### src/include/monitor_adc_regs.svh
// register offsets, field positions, reset values and timing counts of the monitor converter sequencer
`ifndef MONITOR_ADC_REGS_SVH
`define MONITOR_ADC_REGS_SVH

// byte offsets on the register bus
`define ADDR_W 9
`define REG_GENERAL_CONFIG 9'h000
`define REG_CONVERSION_TIME_CONFIG 9'h004
`define REG_AVERAGING_CONFIG 9'h008
`define REG_SEQUENCE_BOUNDS 9'h00C
`define REG_TRIGGER 9'h010
`define REG_GENERAL_STATUS 9'h014
`define REG_OVERRIDE_CODE 9'h018
`define REG_OVERRIDE_ENABLE 9'h01C
`define REG_TIME_BASE 9'h020
`define RESULT_PAGE 4'h2
`define SLOT_PAGE_BIT 8

// field positions
`define CFG_SHUNT_RANGE_BIT 0
`define CFG_AUTO_MODE_BIT 1
`define TRIG_BIT 0
`define OVERRIDE_EN_BIT 0
`define STAT_NOT_READY_BIT 0
`define STAT_BUSY_BIT 1
`define STAT_SLOT_LSB 8
`define FIELD_W 3
`define FIELD_SENSE_LSB 0
`define FIELD_BUS_LSB 3
`define FIELD_TEMP_LSB 6
`define BOUND_START_LSB 0
`define BOUND_STOP_LSB 8
`define INDEX_W 6

// reset values
`define RST_GENERAL_CONFIG 2'h0
`define RST_FIELDS 9'h000
`define RST_BOUNDS 12'h000
`define RST_OVERRIDE_CODE 16'h0000
`define RST_SLOT_CODE 3'h0

// sizes
`define RESULT_W 16
`define ACC_W 26
`define PASS_W 11
`define TIMER_W 20
`define INPUT_COUNT 5
`define SLOT_COUNT 63
`define SLOT_LAST 6'h3E

// timing
`define CLOCK_PERIOD_NS 10
`define CONV_TIME_MIN_NS 52000
`define CONV_TIME_MAX_NS 4122000
`define CONV_CODE_LAST 7
// averaging shift per code, one nibble per code, code 0 lowest: 1,4,16,64,128,256,512,1024
`define AVG_SHIFT_TABLE 32'hA9876420

`endif

### src/include/monitor_adc_pkg.sv
// types shared by the monitor converter sequencer and its bench
package monitor_adc_pkg;

  typedef enum {st_idle, st_setup, st_convert} seq_state_t;

  typedef enum logic [2:0] {
    ch_ground = 3'h0,
    ch_first_shunt_sense = 3'h1,
    ch_second_shunt_sense = 3'h2,
    ch_first_high_voltage_input = 3'h3,
    ch_second_high_voltage_input = 3'h4,
    ch_die_temperature_input = 3'h5,
    ch_spare_a = 3'h6,
    ch_spare_b = 3'h7
  } slot_channel_code_t;

  // control toward the analog front end and filter
  typedef struct packed {
    logic active;
    logic shunt_range;
    slot_channel_code_t channel;
    logic sample_strobe;
  } front_end_ctrl_t;

endpackage

### src/hdl/monitor_adc_sequencer_control.sv
// sequencer, averaging and register file of the monitoring converter
`timescale 1ns/10ps
`include "monitor_adc_regs.svh"
module monitor_adc_sequencer_control #(
  parameter int unsigned CONV_CYCLES_MIN =
    (`CONV_TIME_MIN_NS + `CLOCK_PERIOD_NS - 1) / `CLOCK_PERIOD_NS,
  parameter int unsigned CONV_CYCLES_MAX = `CONV_TIME_MAX_NS / `CLOCK_PERIOD_NS
) (
  input wire logic clock,
  input wire logic rst_b,
  input wire logic [`ADDR_W-1:0] avs_address,
  input wire logic avs_read,
  input wire logic avs_write,
  input wire logic [31:0] avs_writedata,
  input wire logic [3:0] avs_byteenable,
  output logic [31:0] avs_readdata,
  output logic avs_waitrequest,
  input wire logic [`RESULT_W-1:0] conversion_data,
  output monitor_adc_pkg::front_end_ctrl_t front_end
);

  // reset release through two flops
  logic rst_meta_b;
  logic rst_sync_b;
  always_ff @(posedge clock or negedge rst_b)
  begin
    if (!rst_b)
    begin
      rst_meta_b <= 1'b0;
      rst_sync_b <= 1'b0;
    end
    else
    begin
      rst_meta_b <= 1'b1;
      rst_sync_b <= rst_meta_b;
    end
  end

  // byte-lane merge for writes
  function automatic logic [31:0] merge(input logic [31:0] old, input logic [31:0] data, input logic [3:0] be);
    logic [31:0] res;
    res = old;
    for (int i = 0; i < 4; i++)
    begin
      if (be[i])
        res[i*8 +: 8] = data[i*8 +: 8];
    end
    return res;
  endfunction

  // cycle count for a conversion time code, spread linearly over the range
  function automatic logic [`TIMER_W-1:0] conv_cycles(input logic [`FIELD_W-1:0] code);
    int unsigned span;
    span = CONV_CYCLES_MAX - CONV_CYCLES_MIN;
    return `TIMER_W'(CONV_CYCLES_MIN + (span * code) / `CONV_CODE_LAST);
  endfunction

  function automatic logic [3:0] avg_shift(input logic [`FIELD_W-1:0] code);
    logic [31:0] table_bits;
    table_bits = `AVG_SHIFT_TABLE;
    return table_bits[code*4 +: 4];
  endfunction

  // configuration and state registers
  logic [1:0] general_config;
  logic [8:0] conversion_time_config;
  logic [8:0] averaging_config;
  logic [11:0] sequence_bounds;
  logic [`RESULT_W-1:0] result_override_code;
  logic result_override_enable;
  logic [31:0] time_base;
  logic [2:0] sequence_slot_table [`SLOT_COUNT];
  monitor_adc_pkg::seq_state_t state;
  monitor_adc_pkg::seq_state_t next_state;
  logic [`INDEX_W-1:0] slot;
  logic [`INDEX_W-1:0] next_slot;
  logic [`PASS_W-1:0] pass;
  logic [`PASS_W-1:0] next_pass;
  logic [`TIMER_W-1:0] timer;
  logic [`TIMER_W-1:0] next_timer;
  logic [2:0] code;
  logic [2:0] next_code;
  logic not_ready;
  logic run_start;
  logic run_end;
  logic ack;

  // bus handshake: one wait cycle, then the access completes
  wire bus_req = avs_read | avs_write;
  assign avs_waitrequest = bus_req & ~ack;
  wire wr_fire = avs_write & ack;
  wire [`ADDR_W-1:0] addr = {avs_address[`ADDR_W-1:2], 2'b00};
  wire hit_general = addr == `REG_GENERAL_CONFIG;
  wire hit_time = addr == `REG_CONVERSION_TIME_CONFIG;
  wire hit_avg = addr == `REG_AVERAGING_CONFIG;
  wire hit_bounds = addr == `REG_SEQUENCE_BOUNDS;
  wire hit_trigger = addr == `REG_TRIGGER;
  wire hit_status = addr == `REG_GENERAL_STATUS;
  wire hit_ovr_code = addr == `REG_OVERRIDE_CODE;
  wire hit_ovr_en = addr == `REG_OVERRIDE_ENABLE;
  wire hit_time_base = addr == `REG_TIME_BASE;
  wire [2:0] result_sel = addr[4:2];
  wire hit_result = addr[8:5] == `RESULT_PAGE && result_sel < 3'(`INPUT_COUNT);
  wire [`INDEX_W-1:0] slot_sel = addr[7:2];
  wire hit_slot = addr[`SLOT_PAGE_BIT] && slot_sel <= `SLOT_LAST;
  wire trig_fire = wr_fire & hit_trigger & avs_byteenable[0] & avs_writedata[`TRIG_BIT];

  // decoded configuration
  wire auto_mode = general_config[`CFG_AUTO_MODE_BIT];
  // bounds kept packed as {stop, start}; the bus word spreads them to their lanes
  wire [`INDEX_W-1:0] start_raw = sequence_bounds[0 +: `INDEX_W];
  wire [`INDEX_W-1:0] stop_raw = sequence_bounds[`INDEX_W +: `INDEX_W];
  wire [31:0] bounds_word = {18'h0, stop_raw, 2'b00, start_raw};
  wire [`INDEX_W-1:0] seq_start = start_raw > `SLOT_LAST ? `SLOT_LAST : start_raw;
  wire [`INDEX_W-1:0] seq_stop = stop_raw > `SLOT_LAST ? `SLOT_LAST : stop_raw;
  wire [`INDEX_W-1:0] slot_after = slot == `SLOT_LAST ? '0 : slot + 6'h01;
  wire [3:0] sense_shift = avg_shift(averaging_config[`FIELD_SENSE_LSB +: `FIELD_W]);
  wire [3:0] bus_shift = avg_shift(averaging_config[`FIELD_BUS_LSB +: `FIELD_W]);
  wire [3:0] temp_shift = avg_shift(averaging_config[`FIELD_TEMP_LSB +: `FIELD_W]);
  wire [3:0] max_sb = sense_shift > bus_shift ? sense_shift : bus_shift;
  wire [3:0] max_shift = max_sb > temp_shift ? max_sb : temp_shift;
  wire [`PASS_W-1:0] pass_target = `PASS_W'(1) << max_shift;
  wire last_pass = (pass + 11'h001) == pass_target;

  // channel code of the slot being set up picks its time field
  wire [2:0] setup_code = sequence_slot_table[slot];
  wire setup_is_sense = setup_code == monitor_adc_pkg::ch_first_shunt_sense ||
    setup_code == monitor_adc_pkg::ch_second_shunt_sense;
  wire setup_is_temp = setup_code == monitor_adc_pkg::ch_die_temperature_input;
  // ground and spare codes use the bus time, they store nothing
  wire [`FIELD_W-1:0] setup_time_code = setup_is_sense ? conversion_time_config[`FIELD_SENSE_LSB +: `FIELD_W] :
    setup_is_temp ? conversion_time_config[`FIELD_TEMP_LSB +: `FIELD_W] :
    conversion_time_config[`FIELD_BUS_LSB +: `FIELD_W];

  // sample finishes when the timer runs out; an aborting trigger discards it
  wire sample_done = state == monitor_adc_pkg::st_convert && timer == '0 && !trig_fire;
  wire res_valid = code >= monitor_adc_pkg::ch_first_shunt_sense &&
    code <= monitor_adc_pkg::ch_die_temperature_input;
  wire [2:0] res_index = code - 3'h1;

  // sequencer next-state
  always_comb
  begin
    next_state = state;
    next_slot = slot;
    next_pass = pass;
    next_timer = timer;
    next_code = code;
    run_start = 1'b0;
    run_end = 1'b0;
    if (trig_fire)
    begin
      run_start = 1'b1;
      next_state = monitor_adc_pkg::st_setup;
      next_slot = seq_start;
      next_pass = '0;
    end
    else
    begin
      unique case (state)
        monitor_adc_pkg::st_idle:
        begin
          if (auto_mode)
          begin
            run_start = 1'b1;
            next_state = monitor_adc_pkg::st_setup;
            next_slot = seq_start;
            next_pass = '0;
          end
        end
        monitor_adc_pkg::st_setup:
        begin
          next_code = setup_code;
          next_timer = conv_cycles(setup_time_code) - 20'h00001;
          next_state = monitor_adc_pkg::st_convert;
        end
        monitor_adc_pkg::st_convert:
        begin
          if (timer != '0)
            next_timer = timer - 20'h00001;
          else if (slot != seq_stop)
          begin
            next_slot = slot_after;
            next_state = monitor_adc_pkg::st_setup;
          end
          else if (!last_pass)
          begin
            next_pass = pass + 11'h001;
            next_slot = seq_start;
            next_state = monitor_adc_pkg::st_setup;
          end
          else
          begin
            run_end = 1'b1;
            if (auto_mode)
            begin
              run_start = 1'b1;
              next_slot = seq_start;
              next_pass = '0;
              next_state = monitor_adc_pkg::st_setup;
            end
            else
              next_state = monitor_adc_pkg::st_idle;
          end
        end
      endcase
    end
  end

  // a new run start wins over the end of the old one
  wire next_not_ready = run_start ? 1'b1 : run_end ? 1'b0 : not_ready;

  always_ff @(posedge clock or negedge rst_sync_b)
  begin
    if (!rst_sync_b)
    begin
      state <= monitor_adc_pkg::st_idle;
      slot <= '0;
      pass <= '0;
      timer <= '0;
      code <= `RST_SLOT_CODE;
      not_ready <= 1'b0;
      time_base <= 32'h00000000;
    end
    else
    begin
      state <= next_state;
      slot <= next_slot;
      pass <= next_pass;
      timer <= next_timer;
      code <= next_code;
      not_ready <= next_not_ready;
      time_base <= time_base + 32'h00000001;
    end
  end

  // per-input accumulation and result registers
  wire [`INPUT_COUNT*`RESULT_W-1:0] result_flat;
  for (genvar g = 0; g < `INPUT_COUNT; g++)
  begin : g_input
    localparam bit IS_SHUNT = g < 2;
    logic [`ACC_W-1:0] acc;
    logic [`PASS_W-1:0] cnt;
    logic [`RESULT_W-1:0] result;
    wire [3:0] shift = g < 2 ? sense_shift : g < 4 ? bus_shift : temp_shift;
    wire hit = sample_done & res_valid & (res_index == 3'(g));
    // shunt samples are signed, the rest unsigned
    wire [`ACC_W-1:0] ext = IS_SHUNT ? {{10{conversion_data[15]}}, conversion_data} : {10'h000, conversion_data};
    wire [`ACC_W-1:0] sum = acc + ext;
    wire full = (cnt + 11'h001) == (`PASS_W'(1) << shift);
    wire [`ACC_W-1:0] avg = IS_SHUNT ? `ACC_W'($signed(sum) >>> shift) : sum >> shift;
    wire [`ACC_W-1:0] next_acc = run_start ? '0 : hit ? (full ? '0 : sum) : acc;
    wire [`PASS_W-1:0] next_cnt = run_start ? '0 : hit ? (full ? '0 : cnt + 11'h001) : cnt;
    // override beats conversion data; otherwise only a finished average lands
    wire [`RESULT_W-1:0] next_result = result_override_enable ? result_override_code :
      (hit & full) ? avg[`RESULT_W-1:0] : result;
    always_ff @(posedge clock or negedge rst_sync_b)
    begin
      if (!rst_sync_b)
      begin
        acc <= '0;
        cnt <= '0;
        result <= '0;
      end
      else
      begin
        acc <= next_acc;
        cnt <= next_cnt;
        result <= next_result;
      end
    end
    assign result_flat[g*`RESULT_W +: `RESULT_W] = result;
  end

  // software-written configuration
  wire [31:0] wd_general = merge({30'h0, general_config}, avs_writedata, avs_byteenable);
  wire [31:0] wd_time = merge({23'h0, conversion_time_config}, avs_writedata, avs_byteenable);
  wire [31:0] wd_avg = merge({23'h0, averaging_config}, avs_writedata, avs_byteenable);
  wire [31:0] wd_bounds = merge(bounds_word, avs_writedata, avs_byteenable);
  wire [31:0] wd_ovr = merge({16'h0, result_override_code}, avs_writedata, avs_byteenable);
  always_ff @(posedge clock or negedge rst_sync_b)
  begin
    if (!rst_sync_b)
    begin
      general_config <= `RST_GENERAL_CONFIG;
      conversion_time_config <= `RST_FIELDS;
      averaging_config <= `RST_FIELDS;
      sequence_bounds <= `RST_BOUNDS;
      result_override_code <= `RST_OVERRIDE_CODE;
      result_override_enable <= 1'b0;
    end
    else if (wr_fire)
    begin
      if (hit_general)
        general_config <= wd_general[1:0];
      if (hit_time)
        conversion_time_config <= wd_time[8:0];
      if (hit_avg)
        averaging_config <= wd_avg[8:0];
      if (hit_bounds)
        sequence_bounds <= {wd_bounds[`BOUND_STOP_LSB +: `INDEX_W], wd_bounds[`BOUND_START_LSB +: `INDEX_W]};
      if (hit_ovr_code)
        result_override_code <= wd_ovr[15:0];
      if (hit_ovr_en && avs_byteenable[0])
        result_override_enable <= avs_writedata[`OVERRIDE_EN_BIT];
    end
  end

  // slot table, one channel code per slot
  always_ff @(posedge clock or negedge rst_sync_b)
  begin
    if (!rst_sync_b)
    begin
      for (int i = 0; i < `SLOT_COUNT; i++)
        sequence_slot_table[i] <= `RST_SLOT_CODE;
    end
    else if (wr_fire && hit_slot && avs_byteenable[0])
      sequence_slot_table[slot_sel] <= avs_writedata[2:0];
  end

  // read-back selection; reads have no side effects on the sequencer
  wire [31:0] general_status_word = {18'h0, slot, 6'h00,
    state != monitor_adc_pkg::st_idle, not_ready};
  wire [31:0] rd_mux =
    hit_general ? {30'h0, general_config} :
    hit_time ? {23'h0, conversion_time_config} :
    hit_avg ? {23'h0, averaging_config} :
    hit_bounds ? bounds_word :
    hit_status ? general_status_word :
    hit_ovr_code ? {16'h0, result_override_code} :
    hit_ovr_en ? {31'h0, result_override_enable} :
    hit_time_base ? time_base :
    hit_result ? {16'h0, result_flat[result_sel*`RESULT_W +: `RESULT_W]} :
    hit_slot ? {29'h0, sequence_slot_table[slot_sel]} :
    32'h00000000;

  // front-end control from flops, one cycle behind the sequencer
  wire monitor_adc_pkg::front_end_ctrl_t next_front_end = '{
    active: state != monitor_adc_pkg::st_idle,
    shunt_range: general_config[`CFG_SHUNT_RANGE_BIT],
    channel: monitor_adc_pkg::slot_channel_code_t'(code),
    sample_strobe: sample_done};

  always_ff @(posedge clock or negedge rst_sync_b)
  begin
    if (!rst_sync_b)
    begin
      ack <= 1'b0;
      avs_readdata <= 32'h00000000;
      front_end <= '0;
    end
    else
    begin
      ack <= bus_req & ~ack;
      if (avs_read && !ack)
        avs_readdata <= rd_mux;
      front_end <= next_front_end;
    end
  end

endmodule

### config.mk
export PLATFORM = sky130hd
export DESIGN_NAME = monitor_adc_sequencer_control
export DESIGN_NICKNAME = d
export VERILOG_FILES = /design/src/include/monitor_adc_pkg.sv /design/src/hdl/monitor_adc_sequencer_control.sv
export VERILOG_INCLUDE_DIRS = /design/src /design/src/include
export SDC_FILE = /design/constraint.sdc
export NUM_CORES = 2
export LEC_CHECK = 0
export BUFFER_PORTS_ARGS = -buffer_cell sky130_fd_sc_hd__buf_2
export CORE_UTILIZATION = 30
export CTS_CLUSTER_SIZE = 8
export DETAILED_ROUTE_END_ITERATION = 10
export PLACE_DENSITY = 0.47
export SYNTH_ARGS = -nofsm -noshare
export SYNTH_HDL_FRONTEND = slang
export SYNTH_SLANG_ARGS = --single-unit
export TNS_END_PERCENT = 1
### constraint.sdc
create_clock -name clock -period 25.7 [get_ports clock]
set_clock_uncertainty 0.05 [all_clocks]
set_input_delay 5.14 -clock clock [delete_from_list [all_inputs] [get_ports clock]]
set_output_delay 5.14 -clock clock [all_outputs]
set_load 0.1 [all_outputs]
Yosys cells after proc, flatten, opt, wreduce, memory -nomap -nowiden
Cells that the tools add are included.
{"block": "classes", "n_addsub": 17, "mul": 1, "div_mod_pow": 1, "n_lt_le_gt_ge": 11, "n_eq_ne": 31, "shifts": 13, "n_mux": 100, "bitwise": 21, "reduce_logical": 47}
{"cell": "$mux 26", "n": 15}
{"cell": "$mux 32", "n": 11}
{"cell": "$mux 11", "n": 20}
{"cell": "$bwmux 189", "n": 1}
{"cell": "$mux 16", "n": 11}
{"cell": "$pmux 32 s3", "n": 1}
{"cell": "$shiftx 32x6->4 const A", "n": 3}
{"cell": "$shiftx 80x8->16", "n": 1}
{"cell": "$add 26x16->26", "n": 3}
{"cell": "$shr 26x4->16", "n": 3}
{"cell": "$add 11x1->11 const B", "n": 6}
{"cell": "$eq 11x11->1", "n": 6}
{"cell": "$add 26x26->26", "n": 2}
{"cell": "$sshr 26x4->16", "n": 2}
{"cell": "$mux 6", "n": 8}
{"cell": "$shl 1x4->11 const A", "n": 4}
{"cell": "$pmux 20 s2", "n": 1}
{"cell": "$sub 20x1->20 const B", "n": 2}
{"cell": "$bmux 3 s6", "n": 2}
{"cell": "$reduce_and 3->1", "n": 11}
{"cell": "$add 32x1->32 const B", "n": 1}
{"cell": "$div 22x3->32 const B", "n": 1}
{"cell": "$eq 32x1->1 const B", "n": 1}
{"cell": "$eq 32x2->1 const B", "n": 1}
{"cell": "other kinds (49)", "n": 125}
{"block": "totals", "reg_bits": 649, "latchBits": 0, "mem_bits_rw": 0, "rom_bits": 0, "in_bits": 65, "n_memories": 0}

Logic depth before layout (Yosys ltp)
{"block": "logic_depth", "depth_word": 14, "depth_mapped": 99, "ltp_nobuf": 78}

Worst setup path before layout
Ideal clock, no wire load.
{"block": "synth_timing", "kind": "reg-to-reg", "from": "register slot[0]", "to": "register timer[7]", "arrival_time_ns": 20.641, "t_required_ns": 25.513, "path_slack_ns": 4.872, "stages_incl_launch_ff": 90, "path_buffers": 12, "synth_period_minus_slack_ns": 20.828, "path_cell_list": "dfrtp_1 > buf_6 > buf_6 > buf_8 > mux4_2 > a22oi_1 > nand3_1 > a311o_1 > buf_2 > xnor2_1 > a21boi_1 > nand2_1 > buf_4 > buf_2 > inv_1 > ha_1 > ha_1 > ha_1 > [54 not listed] > a211oi_1 > a211o_1 > or4_4 > o2111ai_1 > a211oi_2 > and4bb_1 > nand4_2 > nand2_1 > ha_1 > o21ai_0 > a211o_1 > a221o_1 > o31ai_2 > nand3_1 > a211oi_2 > xnor2_1 > o22ai_1 > a21oi_1"}
{"block": "synth_between", "elab_chain_cells": 12, "elab_cells_between_ends": 15, "cone_classes": "add/sub: 2; mul: 1; div: 1; eq/ne: 3; mux: 6; bitwise: 1; reduce/logical: 1"}
{"item": "start, declared", "line": "monitor_adc_sequencer_control.sv:75", "source": "logic [`INDEX_W-1:0] slot;"}
{"item": "start signal, assigned", "line": "monitor_adc_sequencer_control.sv:228", "source": "slot <= next_slot;"}
{"item": "$not 6->7 (not written as such) *", "line": "monitor_adc_sequencer_control.sv:126", "source": "wire [2:0] setup_code = sequence_slot_table[slot];"}
{"item": "$bmux 3 s6 *", "line": "monitor_adc_sequencer_control.sv:126"}
{"item": "$mux 3 (not written as such) * (2 in series)", "line": "monitor_adc_sequencer_control.sv:126"}
{"item": "$eq 3x3->1 (tied with other cells)", "line": "monitor_adc_sequencer_control.sv:129", "source": "wire setup_is_temp = setup_code == monitor_adc_pkg::ch_die_temperature_input;"}
{"item": "$mux 3 or $logic_or 1x1->1 (tied branches)", "line": "monitor_adc_sequencer_control.sv:132, monitor_adc_sequencer_control.sv:127"}
{"item": "$mux 3 *", "line": "monitor_adc_sequencer_control.sv:131", "source": "wire [`FIELD_W-1:0] setup_time_code = setup_is_sense ? conversion_time_config[`FIELD_SENSE_LSB +: `FIELD_W] :"}
{"item": "$mul 16x3->19 *", "line": "monitor_adc_sequencer_control.sv:55", "source": "return `TIMER_W'(CONV_CYCLES_MIN + (span * code) / `CONV_CODE_LAST);"}
{"item": "$div 22x3->32 (no source line) *"}
{"item": "$add 13x20->20 (no source line) *"}
{"item": "$sub 20x1->20 *", "line": "monitor_adc_sequencer_control.sv:174", "source": "next_timer = conv_cycles(setup_time_code) - 20'h00001;"}
{"item": "$pmux 20 s2 *", "line": "monitor_adc_sequencer_control.sv:160", "source": "unique case (state)"}
{"item": "end signal, assigned", "line": "monitor_adc_sequencer_control.sv:230", "source": "timer <= next_timer;"}
{"item": "end, declared", "line": "monitor_adc_sequencer_control.sv:79", "source": "logic [`TIMER_W-1:0] timer;"}
Every way passes the cells marked *; elsewhere a longest branch is shown, timed or not. The select of a mux whose other input is x is not followed.
A chain may end at the register's enable or synchronous reset.

Worst setup path after layout
{"block": "layout_timing", "from": "register slot[1]", "to": "register timer[11]"}
The elaborated chain is that of the path after synthesis.

==> flow_metrics.tcl <==
set metrics [dict create \
    ys_warn_count 0 \
    synth_edf_count 0 \
    tns_ns 0 \
    holdBufCountCts 0 \
    drt-vias-per-instance 5.656 \
    use_met1 0.3008 \
    period_share 0.9380 \
    ys_types 143 \
    postRouteWirelength_um 181100 \
    grt_max_degree 162 \
    drive_gt1_frac 0.1572 \
    dp_hpwl_um 133500 \
    io_pins 104 \
    cts_max_path_buffers 3 \
    cts.sinks 619 \
    max_stage_delay_ns 0.72 \
    final_nets 6093 \
    layout_common_cells "nand2_1 (629), dfrtp_1 (615), nor2_1 (603)" \
    synth_area_mm2 0.05048 \
    area_growth_pct 11.50 \
    ff2ff_path_depth 83 \
    holdCritPathClass "reg -> async" \
    grt-ovfl-total 0 \
    yosysSeqAreaShare 0.3069 \
    cts-root-buf "clkbuf_16" \
    gr-usage-all-layers 0.2091 \
    wl_per_cell_um 22.36 \
    whs_ns 0.2125 \
    status "finished clean" \
    drc 0 \
    cp.required_ns 26.20 \
    worst_slew_pin_slew_ns 1.166 \
    final_common_cell "nand2_1" \
    path_max_fanout 31 \
    arrival_ns 24.60 \
    reg2reg_slack_ns 1.59 \
    cp_common_cell "buf_4" \
    gp_congestion 0.9050 \
    drt_iter0_markers 3866 \
    grt_pass1_wl_um 277600 \
    worst-setup-path-type "reg -> reg" \
    dieHeight_um 412.2 \
    period_minus_slack_ns 24.11 \
    synth_seq_cells 619 \
    yosys.area.top_type "dfrtp_1" \
    slew_viol_final 0 \
    htreeDepth 3 \
    clk_latency_ns 0.76 \
    ant_nets 0 \
    pre_cts_ws_ns 1.546 \
    antenna_found_initial 13 \
    via_count 45820 \
    synth_top_area_frac 0.3069 \
    crit_buf_inv 10 \
    slew_headroom 0.2187 \
    syn-num-nets 6083 \
    dieArea_mm2 0.1699 \
    grt_pass1_vias 43770 \
    grt_setup_unrepaired "false" \
    floorplan.initialDensity 0.3022 \
    global_route.usage.met2 0.3288 \
    drt_pass1_iterations 6 \
    numPortBuffers 83 \
    worstReg2RegEnd "timer[11]" \
    met3_usage 0.02827 \
    critical_path.top_delay_family "simple AND/OR/NAND/NOR gates" \
    hold_violations 0 \
    insertedDiodeCount 0 \
    rows 150 \
    final_area_mm2 0.05628 \
    placed_cell_area_mm2 0.05363 \
    cts_tree "built" \
    die_w_um 412.2 \
    cp-start-kind "flop" \
    synthTopCellsByArea "dfrtp_1 (31%), mux2_2 (5.7%), mux4_2 (5.3%)" \
    syn_avg_cell_area_um2 8.610 \
    clkSlewWorstSetupHoldPaths_ns 0.05 \
    cpMaxStageDelayCell "dfrtp_4" \
    max_freq_mhz 41.48 \
    drv_cap 0 \
    r2r_start "slot[1]" \
    synthCells 5863 \
    setup_ws_ns 1.595 \
    synthArstFlopShare 1.000 \
    numCtsBuffers 90 \
    synth_top_flop_cell "dfrtp_1" \
    grt_most_used_layer "met2" \
    endpoint_kind "flop" \
    coreArea_mm2 0.1670 \
    report.final.setup_viol 0 \
]
synthesized netlist by cell type (all sizes together) (26+ instances only):
library cell  number
nand2            632
and3              91
nand4             50
nand3            153
nor3             117
or3               48
xor2              83
o21ai            395
a21oi            500
ha               146
nor4              42
nor2b             45
o21bai            82
o21a              26
o211ai            75
a22o              57
clkbuf           257
nor2             615
mux2             257
o22ai             45
a21o              34
a22oi             61
inv              178
a211oi            89
and2              44
nand2b            44
buf               93
a31oi             59
mux4             119
xnor2            251
dfrtp            619
o31ai             38
or2               34
mux2i             91
flip-flops by register name, summed over array words and instances, names as in the netlist, 3 cells and up:
name / cells
sequence_slot_table: 189
g_input.acc: 130
g_input.result: 80
g_input.cnt: 55
avs_readdata: 32
time_base: 32
timer: 20
result_override_code: 16
sequence_bounds: 12
pass: 11
averaging_config: 9
conversion_time_config: 9
front_end: 6
slot: 6
code: 3
area by class of cell:
| type | instances | area, um^2 |
|---|---|---|
| timing repair buffer | 268 | 1847 |
| tap | 2204 | 2758 |
| inverter | 184 | 690.7 |
| clock buffer | 105 | 2369 |
| fill | 17400 | 110800 |
| clock inverter | 11 | 230.2 |
| sequential | 619 | 15500 |
| multi-input combinational | 4710 | 32890 |
worst max path at each step:
stage | startpoint | end | slack, ns | cells after the start
2_1_floorplan | slot[0] | timer[7] | 4.87 | 89
3_3_place_gp | slot[0] | timer[11] | 1.58 | 79
3_5_place_dp | slot[0] | timer[11] | 1.55 | 78
4_1_cts | slot[0] | timer[11] | 1.39 | 78
5_1_grt | slot[1] | timer[11] | 0.01 | 82
6_report | slot[1] | timer[11] | 1.59 | 83
kinds of logic (layout without fill, tap and decap cells):
kind of cell,count (synthesis),in the layout,share of synthesized area
XOR/XNOR,334,334,0.05936
other,1,1,0.00007429
AO/OA/AOI/OAI,1738,1738,0.2298
AND/OR/NAND/NOR,2015,2015,0.1909
buffers and inverters,534,568,0.04429
multiplexers,467,467,0.1289
flip-flops,619,619,0.3069
adder cells (fa/ha/maj),155,155,0.03976
per-layer routing:
| layer | routed length, um | part of all wire |
|---|---|---|
| met1 | 86550 | 0.48 |
| met2 | 81450 | 0.45 |
| met3 | 8893 | 0.049 |
| met4 | 4164 | 0.023 |
| met5 | 78 | 0.00043 |
stage by stage:
step / instances / utilization
2_1_floorplan: 5863 / -
3_3_place_gp: 7984 / 0.3211
3_5_place_dp: 7984 / 0.3211
4_1_cts: 8100 / 0.3367
5_1_grt: 8101 / 0.3369
6_report: 8101 / 0.3369
repair_timing:
action | 4_1_cts | 5_1_grt
gates resized for setup | 0 | 6
buffers inserted | 0 | 1
endpoints found under the setup margin | 0 | 10
Power is not shown: default switching activity piles up to over one toggle a cycle in this logic, so the estimate is an artifact.
